`config.mk`:
```
export PLATFORM = sky130hd
export DESIGN_NAME = ssd_core
export DESIGN_NICKNAME = d
export VERILOG_FILES = /design/src/hw/ssd_pkg.sv /design/src/hw/ssd_core.sv
export VERILOG_INCLUDE_DIRS = /design/src /design/src/hw
export SDC_FILE = /design/constraint.sdc
export NUM_CORES = 1
export LEC_CHECK = 0
export BUFFER_PORTS_ARGS = -buffer_cell sky130_fd_sc_hd__buf_2
export CAP_MARGIN = 20
export CELL_PAD_IN_SITES_DETAIL_PLACEMENT = 2
export CELL_PAD_IN_SITES_GLOBAL_PLACEMENT = 2
export CORE_UTILIZATION = 29
export CTS_CLUSTER_SIZE = 24
export DETAILED_ROUTE_END_ITERATION = 7
export GPL_TIMING_DRIVEN = 0
export PLACE_DENSITY = 0.62
export SLEW_MARGIN = 15
export SYNTH_ARGS = -nofsm -noshare
export SYNTH_HDL_FRONTEND = slang
export SYNTH_SLANG_ARGS = --single-unit
```
`constraint.sdc`:
```
create_clock -name pclk -period 4.57 [get_ports pclk]
set_clock_uncertainty 0.2 [all_clocks]
set_input_delay 0.914 -clock pclk [delete_from_list [all_inputs] [get_ports pclk]]
set_output_delay 0.914 -clock pclk [all_outputs]
set_load 0.005 [all_outputs]
```
`src/hw/ssd_cfg.svh`:
```
`ifndef SSD_CFG_SVH
`define SSD_CFG_SVH

// ==========================================================
// Register offsets (byte addresses on APB)
// ==========================================================
`define SSD_OFS_CTRL 8'h00
`define SSD_OFS_SEL 8'h08
`define SSD_OFS_RX0 8'h10
`define SSD_OFS_RX1 8'h14
`define SSD_OFS_TX0 8'h20
`define SSD_OFS_TX1 8'h24

// ==========================================================
// Field positions
// ==========================================================
`define SSD_CTRL_GO 0
`define SSD_CTRL_SLAVE 1
`define SSD_CTRL_BUSY 2
`define SSD_CTRL_LEN_LO 8
`define SSD_CTRL_LEN_HI 12
`define SSD_CTRL_CNT 16
`define SSD_SEL_LINE 0
`define SSD_SEL_POL 2
`define SSD_SEL_AUTO 3

// ==========================================================
// Reset values and timing
// ==========================================================
`define SSD_RST_WORD 32'h0000_0000
`define SSD_FULL_LEN 6'h20
`define SSD_PCLK_MHZ 50
`define SSD_SCLK_HALF_NS 80
`define SSD_HALF_CYC ((`SSD_SCLK_HALF_NS * `SSD_PCLK_MHZ) / 1000)

`endif

```
`src/hw/ssd_pkg.sv`:
```
`default_nettype none
package ssd_pkg;

  // Shifter states.
  typedef enum logic [1:0] {
    ST_IDLE = 2'b00,
    ST_SHIFT = 2'b01,
    ST_PUSH = 2'b10,
    ST_DONE = 2'b11
  } ssd_state_t;

  // One received word on its way to the receive registers.
  typedef struct packed {
    logic idx;
    logic [31:0] data;
  } ssd_rx_word_t;

  // Serial pin group driven by the block.
  typedef struct packed {
    logic sclk_o;
    logic sclk_oe;
    logic sdo;
    logic ss_o;
    logic ss_oe;
  } ssd_pins_t;

endpackage
`default_nettype wire

```
`src/hw/ssd_core.sv`:
```
// Functional notes
// - Manual mode: field bit drives select line.
// - Auto mode: select active only during transfer.
// - Select polarity follows active-level bit always.
// - Slave mode: select is input, never driven.
// - Receive words hold last completed transfer data.
// - Valid receive bits follow word bit length.
// - Bus writes never change receive registers.
// - Active-level bit: 0 low, 1 high.
// - Go asserts auto select; finish releases it.
// - Transmit words feed transfer, word 0 first.
`timescale 1ns/1ps
`default_nettype none
`include "ssd_cfg.svh"

module ssd_core (
  input wire logic pclk,
  input wire logic presetn,
  input wire logic psel,
  input wire logic penable,
  input wire logic pwrite,
  input wire logic [7:0] paddr,
  input wire logic [31:0] pwdata,
  output logic [31:0] prdata,
  output logic pready,
  output logic pslverr,
  input wire logic sclk_i,
  input wire logic sdi,
  input wire logic ss_i,
  output ssd_pkg::ssd_pins_t pins
);
  import ssd_pkg::*;

  // ========================================================
  // Helpers
  // ========================================================
  // A length field of zero means a full 32-bit word.
  function automatic logic [5:0] eff_len(input logic [4:0] f);
    eff_len = (f == 5'h00) ? `SSD_FULL_LEN : {1'b0, f};
  endfunction

  // Left-justify the valid bits so the MSB leaves first.
  function automatic logic [31:0] tx_align(input logic [31:0] d,
                                           input logic [5:0] n);
    tx_align = d << (`SSD_FULL_LEN - n);
  endfunction

  // ========================================================
  // Registers and state
  // ========================================================
  logic go_q, slave_q, cnt_q, line_q, pol_q, auto_q;
  logic [4:0] len_q;
  logic [31:0] rx0_q, rx1_q, tx0_q, tx1_q;
  logic [31:0] prdata_q;
  logic pready_q, pslverr_q;
  ssd_state_t state_q;
  logic [31:0] txsh_q, rxsh_q;
  logic [5:0] bitcnt_q;
  logic widx_q;
  logic [2:0] div_q;
  logic sclk_q, sdo_q, ss_o_q, ss_oe_q;
  logic sclk_s1, sclk_s2, sclk_s3;
  logic sdi_s1, sdi_s2;
  logic ssi_s1, ssi_s2;

  // ========================================================
  // APB decode
  // ========================================================
  // One wait state: pready rises in the second access cycle.
  wire logic acc = psel & penable;
  wire logic wr_en = acc & pwrite & pready_q;
  wire logic rd_take = acc & ~pwrite & ~pready_q;
  wire logic hit_ctrl = (paddr == `SSD_OFS_CTRL);
  wire logic hit_sel = (paddr == `SSD_OFS_SEL);
  wire logic hit_rx0 = (paddr == `SSD_OFS_RX0);
  wire logic hit_rx1 = (paddr == `SSD_OFS_RX1);
  wire logic hit_tx0 = (paddr == `SSD_OFS_TX0);
  wire logic hit_tx1 = (paddr == `SSD_OFS_TX1);
  wire logic mapped = hit_ctrl | hit_sel | hit_rx0 | hit_rx1 |
                      hit_tx0 | hit_tx1;
  wire logic busy = (state_q != ST_IDLE);
  wire logic [5:0] nbits = eff_len(len_q);

  // Read mux; transmit words read back as zero.
  logic [31:0] rd_mux;
  always_comb begin
    rd_mux = `SSD_RST_WORD;
    if (hit_ctrl) begin
      rd_mux[`SSD_CTRL_GO] = go_q;
      rd_mux[`SSD_CTRL_SLAVE] = slave_q;
      rd_mux[`SSD_CTRL_BUSY] = busy;
      rd_mux[`SSD_CTRL_LEN_HI:`SSD_CTRL_LEN_LO] = len_q;
      rd_mux[`SSD_CTRL_CNT] = cnt_q;
    end else if (hit_sel) begin
      rd_mux[`SSD_SEL_LINE] = line_q;
      rd_mux[`SSD_SEL_POL] = pol_q;
      rd_mux[`SSD_SEL_AUTO] = auto_q;
    end else if (hit_rx0) begin
      rd_mux = rx0_q;
    end else if (hit_rx1) begin
      rd_mux = rx1_q;
    end else begin
      rd_mux = `SSD_RST_WORD;
    end
  end

  // Bus answer registers.
  always_ff @(posedge pclk or negedge presetn) begin
    if (!presetn) begin
      pready_q <= 1'b0;
      pslverr_q <= 1'b0;
      prdata_q <= `SSD_RST_WORD;
    end else begin
      pready_q <= acc & ~pready_q;
      pslverr_q <= acc & ~pready_q & ~mapped;
      if (rd_take) begin
        prdata_q <= rd_mux;
      end
    end
  end

  // ========================================================
  // Software-written registers
  // ========================================================
  // The receive offsets are left out here, so writes there
  // are acknowledged and dropped.
  wire logic fin = (state_q == ST_DONE);
  always_ff @(posedge pclk or negedge presetn) begin
    if (!presetn) begin
      slave_q <= 1'b0;
      len_q <= 5'h00;
      cnt_q <= 1'b0;
      line_q <= 1'b0;
      pol_q <= 1'b0;
      auto_q <= 1'b0;
      tx0_q <= `SSD_RST_WORD;
      tx1_q <= `SSD_RST_WORD;
    end else if (wr_en) begin
      if (hit_ctrl) begin
        slave_q <= pwdata[`SSD_CTRL_SLAVE];
        len_q <= pwdata[`SSD_CTRL_LEN_HI:`SSD_CTRL_LEN_LO];
        cnt_q <= pwdata[`SSD_CTRL_CNT];
      end else if (hit_sel) begin
        line_q <= pwdata[`SSD_SEL_LINE];
        pol_q <= pwdata[`SSD_SEL_POL];
        auto_q <= pwdata[`SSD_SEL_AUTO];
      end else if (hit_tx0) begin
        tx0_q <= pwdata;
      end else if (hit_tx1) begin
        tx1_q <= pwdata;
      end
    end
  end

  // Go bit: a software set wins over the finish clear.
  always_ff @(posedge pclk or negedge presetn) begin
    if (!presetn) begin
      go_q <= 1'b0;
    end else if (wr_en & hit_ctrl & pwdata[`SSD_CTRL_GO]) begin
      go_q <= 1'b1;
    end else if (fin) begin
      go_q <= 1'b0;
    end
  end

  // ========================================================
  // Pin synchronisers
  // ========================================================
  // Edge detection reads only the second stage and beyond.
  always_ff @(posedge pclk or negedge presetn) begin
    if (!presetn) begin
      sclk_s1 <= 1'b0;
      sclk_s2 <= 1'b0;
      sclk_s3 <= 1'b0;
      sdi_s1 <= 1'b0;
      sdi_s2 <= 1'b0;
      ssi_s1 <= 1'b1;
      ssi_s2 <= 1'b1;
    end else begin
      sclk_s1 <= sclk_i;
      sclk_s2 <= sclk_s1;
      sclk_s3 <= sclk_s2;
      sdi_s1 <= sdi;
      sdi_s2 <= sdi_s1;
      ssi_s1 <= ss_i;
      ssi_s2 <= ssi_s1;
    end
  end

  // ========================================================
  // Serial clock events
  // ========================================================
  // In master mode the divider tick toggles our own clock; in
  // slave mode the remote master's clock edges are used.
  wire logic tick = (div_q == 3'(`SSD_HALF_CYC - 1));
  wire logic m_run = ~slave_q & (state_q == ST_SHIFT);
  wire logic rise_ev = slave_q ? (sclk_s2 & ~sclk_s3)
                               : (m_run & tick & ~sclk_q);
  wire logic fall_ev = slave_q ? (~sclk_s2 & sclk_s3)
                               : (m_run & tick & sclk_q);
  wire logic ss_in_act = (ssi_s2 == pol_q);
  wire logic last_bit = (bitcnt_q == nbits);

  // Half-period divider, held at zero outside a master word.
  always_ff @(posedge pclk or negedge presetn) begin
    if (!presetn) begin
      div_q <= 3'h0;
    end else if (!m_run || tick) begin
      div_q <= 3'h0;
    end else begin
      div_q <= div_q + 3'h1;
    end
  end

  // ========================================================
  // Two-entry receive buffer
  // ========================================================
  // The drain stalls while software reads a receive word so a
  // read never sees half of an update; the shifter waits in the
  // push state only once both buffer entries are full.
  ssd_rx_word_t buf_q [2];
  logic wp_q, rp_q;
  logic [1:0] fill_q;
  wire logic in_valid = (state_q == ST_PUSH);
  wire logic in_ready = (fill_q != 2'h2);
  wire logic out_valid = (fill_q != 2'h0);
  wire logic out_ready = ~(acc & (hit_rx0 | hit_rx1));
  wire logic push = in_valid & in_ready;
  wire logic pop = out_valid & out_ready;
  wire ssd_rx_word_t in_word = '{idx: widx_q, data: rxsh_q};
  wire ssd_rx_word_t out_word = buf_q[rp_q];

  always_ff @(posedge pclk or negedge presetn) begin
    if (!presetn) begin
      wp_q <= 1'b0;
      rp_q <= 1'b0;
      fill_q <= 2'h0;
      buf_q[0] <= '0;
      buf_q[1] <= '0;
    end else begin
      if (push) begin
        buf_q[wp_q] <= in_word;
        wp_q <= ~wp_q;
      end
      if (pop) begin
        rp_q <= ~rp_q;
      end
      fill_q <= fill_q + {1'b0, push} - {1'b0, pop};
    end
  end

  // Receive words change only from the buffer, never the bus.
  always_ff @(posedge pclk or negedge presetn) begin
    if (!presetn) begin
      rx0_q <= `SSD_RST_WORD;
      rx1_q <= `SSD_RST_WORD;
    end else if (pop) begin
      if (out_word.idx) begin
        rx1_q <= out_word.data;
      end else begin
        rx0_q <= out_word.data;
      end
    end
  end

  // ========================================================
  // Shifter state machine
  // ========================================================
  // Master mode starts on go; slave mode starts when the remote
  // master asserts select. Edges that arrive while a slave word
  // waits in the push state are lost, so the remote clock must
  // leave a gap between words if the bus stalls the drain.
  logic start;
  assign start = slave_q ? ss_in_act : go_q;

  always_ff @(posedge pclk or negedge presetn) begin
    if (!presetn) begin
      state_q <= ST_IDLE;
      txsh_q <= `SSD_RST_WORD;
      rxsh_q <= `SSD_RST_WORD;
      bitcnt_q <= 6'h00;
      widx_q <= 1'b0;
      sclk_q <= 1'b0;
    end else begin
      case (state_q)
        ST_IDLE: begin
          sclk_q <= 1'b0;
          bitcnt_q <= 6'h00;
          widx_q <= 1'b0;
          rxsh_q <= `SSD_RST_WORD;
          if (start) begin
            txsh_q <= tx_align(tx0_q, nbits);
            state_q <= ST_SHIFT;
          end
        end
        ST_SHIFT: begin
          if (!slave_q && tick) begin
            sclk_q <= ~sclk_q;
          end
          if (slave_q && !ss_in_act) begin
            state_q <= ST_DONE;
          end else if (rise_ev) begin
            rxsh_q <= {rxsh_q[30:0], sdi_s2};
            bitcnt_q <= bitcnt_q + 6'h01;
          end else if (fall_ev) begin
            if (last_bit) begin
              state_q <= ST_PUSH;
            end else begin
              txsh_q <= {txsh_q[30:0], 1'b0};
            end
          end
        end
        ST_PUSH: begin
          if (push) begin
            bitcnt_q <= 6'h00;
            rxsh_q <= `SSD_RST_WORD;
            if (cnt_q && !widx_q) begin
              widx_q <= 1'b1;
              txsh_q <= tx_align(tx1_q, nbits);
              state_q <= ST_SHIFT;
            end else begin
              state_q <= ST_DONE;
            end
          end
        end
        ST_DONE: begin
          // A slave re-arms only after select goes inactive.
          if (!slave_q || !ss_in_act) begin
            state_q <= ST_IDLE;
          end
        end
        default: begin
          state_q <= ST_IDLE;
        end
      endcase
    end
  end

  // ========================================================
  // Select line and pin registers
  // ========================================================
  // Auto mode asserts the nominated line from go until the last
  // word is pushed; manual mode follows the field directly.
  wire logic xfer_on = (state_q == ST_SHIFT) | (state_q == ST_PUSH);
  wire logic sel_act = auto_q ? (line_q & go_q & xfer_on)
                              : line_q;
  wire logic slave_d = (wr_en & hit_ctrl) ? pwdata[`SSD_CTRL_SLAVE] : slave_q;
  always_ff @(posedge pclk or negedge presetn) begin
    if (!presetn) begin
      ss_o_q <= 1'b1;
      ss_oe_q <= 1'b0;
      sdo_q <= 1'b0;
    end else begin
      ss_o_q <= sel_act ? pol_q : ~pol_q;
      ss_oe_q <= ~slave_d;
      sdo_q <= xfer_on ? txsh_q[31] : 1'b0;
    end
  end

  // ========================================================
  // Outputs
  // ========================================================
  assign prdata = prdata_q;
  assign pready = pready_q;
  assign pslverr = pslverr_q;
  assign pins.sclk_o = sclk_q;
  assign pins.sclk_oe = ~slave_q;
  assign pins.sdo = sdo_q;
  assign pins.ss_o = ss_o_q;
  assign pins.ss_oe = ss_oe_q;

endmodule
`default_nettype wire

```
==> results_dict.tcl <==
set metrics [dict create \
    max_freq_mhz 245.1 \
    cts_tree "built" \
    cpMostUsedCell "buf_2" \
    synth.area.mux_share 0.2013 \
    wl_um 54280 \
    startpoint_type "flip-flop" \
    vias_per_cell 5.195 \
    timing.final.crit_share 0.8927 \
    path_cells "inv_1 > ha_1 > buf_2 > buf_2 > buf_2 > mux2i_1 > a211oi_1 > nor3_1 > nor3_1 > o31ai_1 > a21oi_1" \
    route.detailed.drc 0 \
    synth_compound_area_frac 0.1245 \
    ys_async_sr_fraction 1.000 \
    cp_num_buf_inv 4 \
    dpl_worst_slack_ns -0.1193 \
    startpoint "state_q[0]" \
    h-tree-depth 2 \
    cp.required_ns 4.81 \
    slew_violations 0 \
    portBuffers 85 \
    vias 12400 \
    grt_max_degree 97 \
    synth-edff-count 0 \
    ir_drop_uv 233.5 \
    synth_seq_area_share 0.5098 \
    arrival_ns 4.32 \
    setup_tns_ns 0 \
    layout_common_cells "dfrtp_1 (327), nand2_1 (184), mux2_2 (144), mux2i_1 (102), buf_2 (100)" \
    r2r_slack_ns 0.49 \
    cts_inserted_buffers 41 \
    cts_hold_buf 0 \
    drv_cap 0 \
    cp_max_fo 10 \
    synth_top_cell_by_area "dfrtp_1" \
    synth_nets 1541 \
    worst_setup_path_end_kind "flip-flop" \
    synth_top_family_by_area "multiplexers" \
    diodes 0 \
    worst-setup-path-type "reg -> reg" \
    drive_gt1_frac 0.2186 \
    die_area_um2 56830 \
    outcome "finished clean" \
    root_buffer "clkbuf_16" \
    yosysTopAreaCellShare 0.5049 \
    setup_slack_ns 0.4902 \
    reg2reg_to "txsh_q[10]" \
    timing.rr.start "state_q[0]" \
    dpl.hpwl_um 39600 \
    ant_nets 0 \
    start_util 0.2936 \
    holdWs_ns 0.06955 \
    final_common_cell "dfrtp_1" \
    avgSynthCellArea_um2 10.93 \
    drtIter0Drc 515 \
    cts.sinks 330 \
    firstDrtPassIters 5 \
    gp_congestion 0.8609 \
    io_pins 87 \
    grt_pass1_vias 13870 \
    reg2regPathDepth 11 \
    fill_cells 5928 \
    coreArea_um2 55200 \
    power_density_nw_per_um2 469.7 \
    netlist_area_um2 16210 \
    routedWlPerCell_um 22.75 \
    grt_pass1_wl_um 85290 \
    p_leak_nw 8.673 \
    yosys.area_share.simple 0.1089 \
    worst_path_max_delay_cell "mux2i_1" \
    grt-ovfl-total 0 \
    ys_ff_latch 330 \
    ys_warn_count 0 \
    worst_skew_pair.late_latency_ns 0.59 \
    rsz0062_at_grt "false" \
    min_period_ns 4.080 \
    rows 86 \
    max-slew-margin-rel 0.2222 \
    cp_slowest_stage_delay_ns 0.69 \
    synthXorXnorAreaFrac 0.007566 \
    clkTransAtPathRegs_ns 0.06 \
    syn_inst 1483 \
    synthAdderAreaFrac 0.007721 \
    synth_ff_type "dfrtp_1" \
    final_core_util 0.3435 \
    clockBufferDepth 3 \
    track_usage 0.1963 \
    synth_top_cells_by_area "dfrtp_1 (50%), mux2_2 (10%), mux2i_1 (6.3%)" \
    hold_violations 0 \
    antenna_found_initial 0 \
    crit_family "buffers and inverters" \
    area_growth_pct 17.00 \
    tightestPinTransition_ns 1.167 \
    setup_viol 0 \
    die_w_um 238.4 \
    synth_cell_types 72 \
    holdCritPathClass "in -> async" \
    fin_nets 1671 \
    fp.dieH_um 238.4 \
]
[routing by layer]
metal,global-route usage,wire length [µm],up-vias
met1,0.2568,24410,6524
met3,0.02973,1754,82
met2,0.3348,26820,180
met4,0.05672,1286,0
li1,-,-,5610
met5,0,0,-
[flip-flops by register name (all words and copies together) (netlist names), 2 cells and up]
register  count
buf_q        66
prdata       32
rx0_q        32
rx1_q        32
rxsh_q       32
tx0_q        32
tx1_q        32
txsh_q       32
bitcnt_q      6
len_q         5
div_q         3
fill_q        2
state_q       2
[worst reg2reg max path, stage by stage (launching register included)]
cell	delay, ns
dfrtp_1	0.42
inv_1	0.13
ha_1	0.16
buf_2	0.14
buf_2	0.32
buf_2	0.45
mux2i_1	0.70
a211oi_1	0.17
nor3_1	0.55
nor3_1	0.13
o31ai_1	0.45
a21oi_1	0.13
[area by class of cell]
class	count	area (µm²)	area share
Multi-Input combinational cell	1002	7292	0.3846
Clock buffer	60	1187	0.06262
Inverter	37	138.9	0.007325
Timing Repair Buffer	88	518.0	0.02732
Tap cell	748	935.9	0.04936
Sequential cell	330	8262	0.4357
Clock inverter	8	116.4	0.006137
Buffer	113	510.5	0.02692
[logic make-up after synthesis]
family	count (synthesis)
buf+inv	151
xor+xnor	14
fa+ha+maj	10
compound gates	318
mux	273
flops	330
simple gates	387
[worst max-delay path by stage]
stage	end	slack, ns	depth (start not counted)
6_report	txsh_q[10]	0.49	11
5_1_grt	txsh_q[10]	0.26	11
4_1_cts	txsh_q[7]	0.07	13
3_5_place_dp	rx0_q[12]	-0.12	9
3_3_place_gp	prdata[13]	-4.33	1
2_1_floorplan	txsh_q[17]	0.83	12
[through the flow]
step / total power [W] / instance area [µm²] / instances
finish: 0.008905 / 18960 / 2386
global route: 0.009411 / 18960 / 2386
CTS: 0.009074 / 18960 / 2387
detailed placement: 0.005805 / 17660 / 2319
global placement: 0.005733 / 17570 / 2316
floorplan: 0.004814 / 16210 / 1483
[what timing repair did]
item / 4_1_cts / 5_1_grt
endpoints found under the setup margin: 0 / 23
gates resized for setup: 0 / 2
buffers inserted: 0 / 0
[where the power goes]
group	switching, W	internal, W	leakage, nW	total, W
Clock	0.00133	0.00186	0.640	0.00319
Combinational	0.00167	0.000721	3.51	0.00239
Sequential	0.000169	0.00316	4.52	0.00333
Total	0.00316	0.00574	8.67	0.00891
[synth_stat cells (5+ instances only)]
library cell  count
dfrtp_1         327
nand2_1         184
mux2_2          144
mux2i_1         102
nor2_1           95
o21ai_0          95
clkbuf_1         81
a21oi_1          74
nand4_1          37
inv_1            34
o211ai_1         32
o31ai_1          32
mux4_2           21
a211oi_1         18
buf_2            16
a31oi_1          10
and2_1           10
ha_1             10
nand3_1          10
nor3_1           10
a221oi_1          9
xor2_1            8
a32oi_1           7
a41oi_1           7
and3_1            7
buf_1             7
xnor2_1           6
buf_4             5
mux4_1            5
nor2b_1           5
nor4_1            5
No activity file was read; power rests on OpenSTA's default activity.
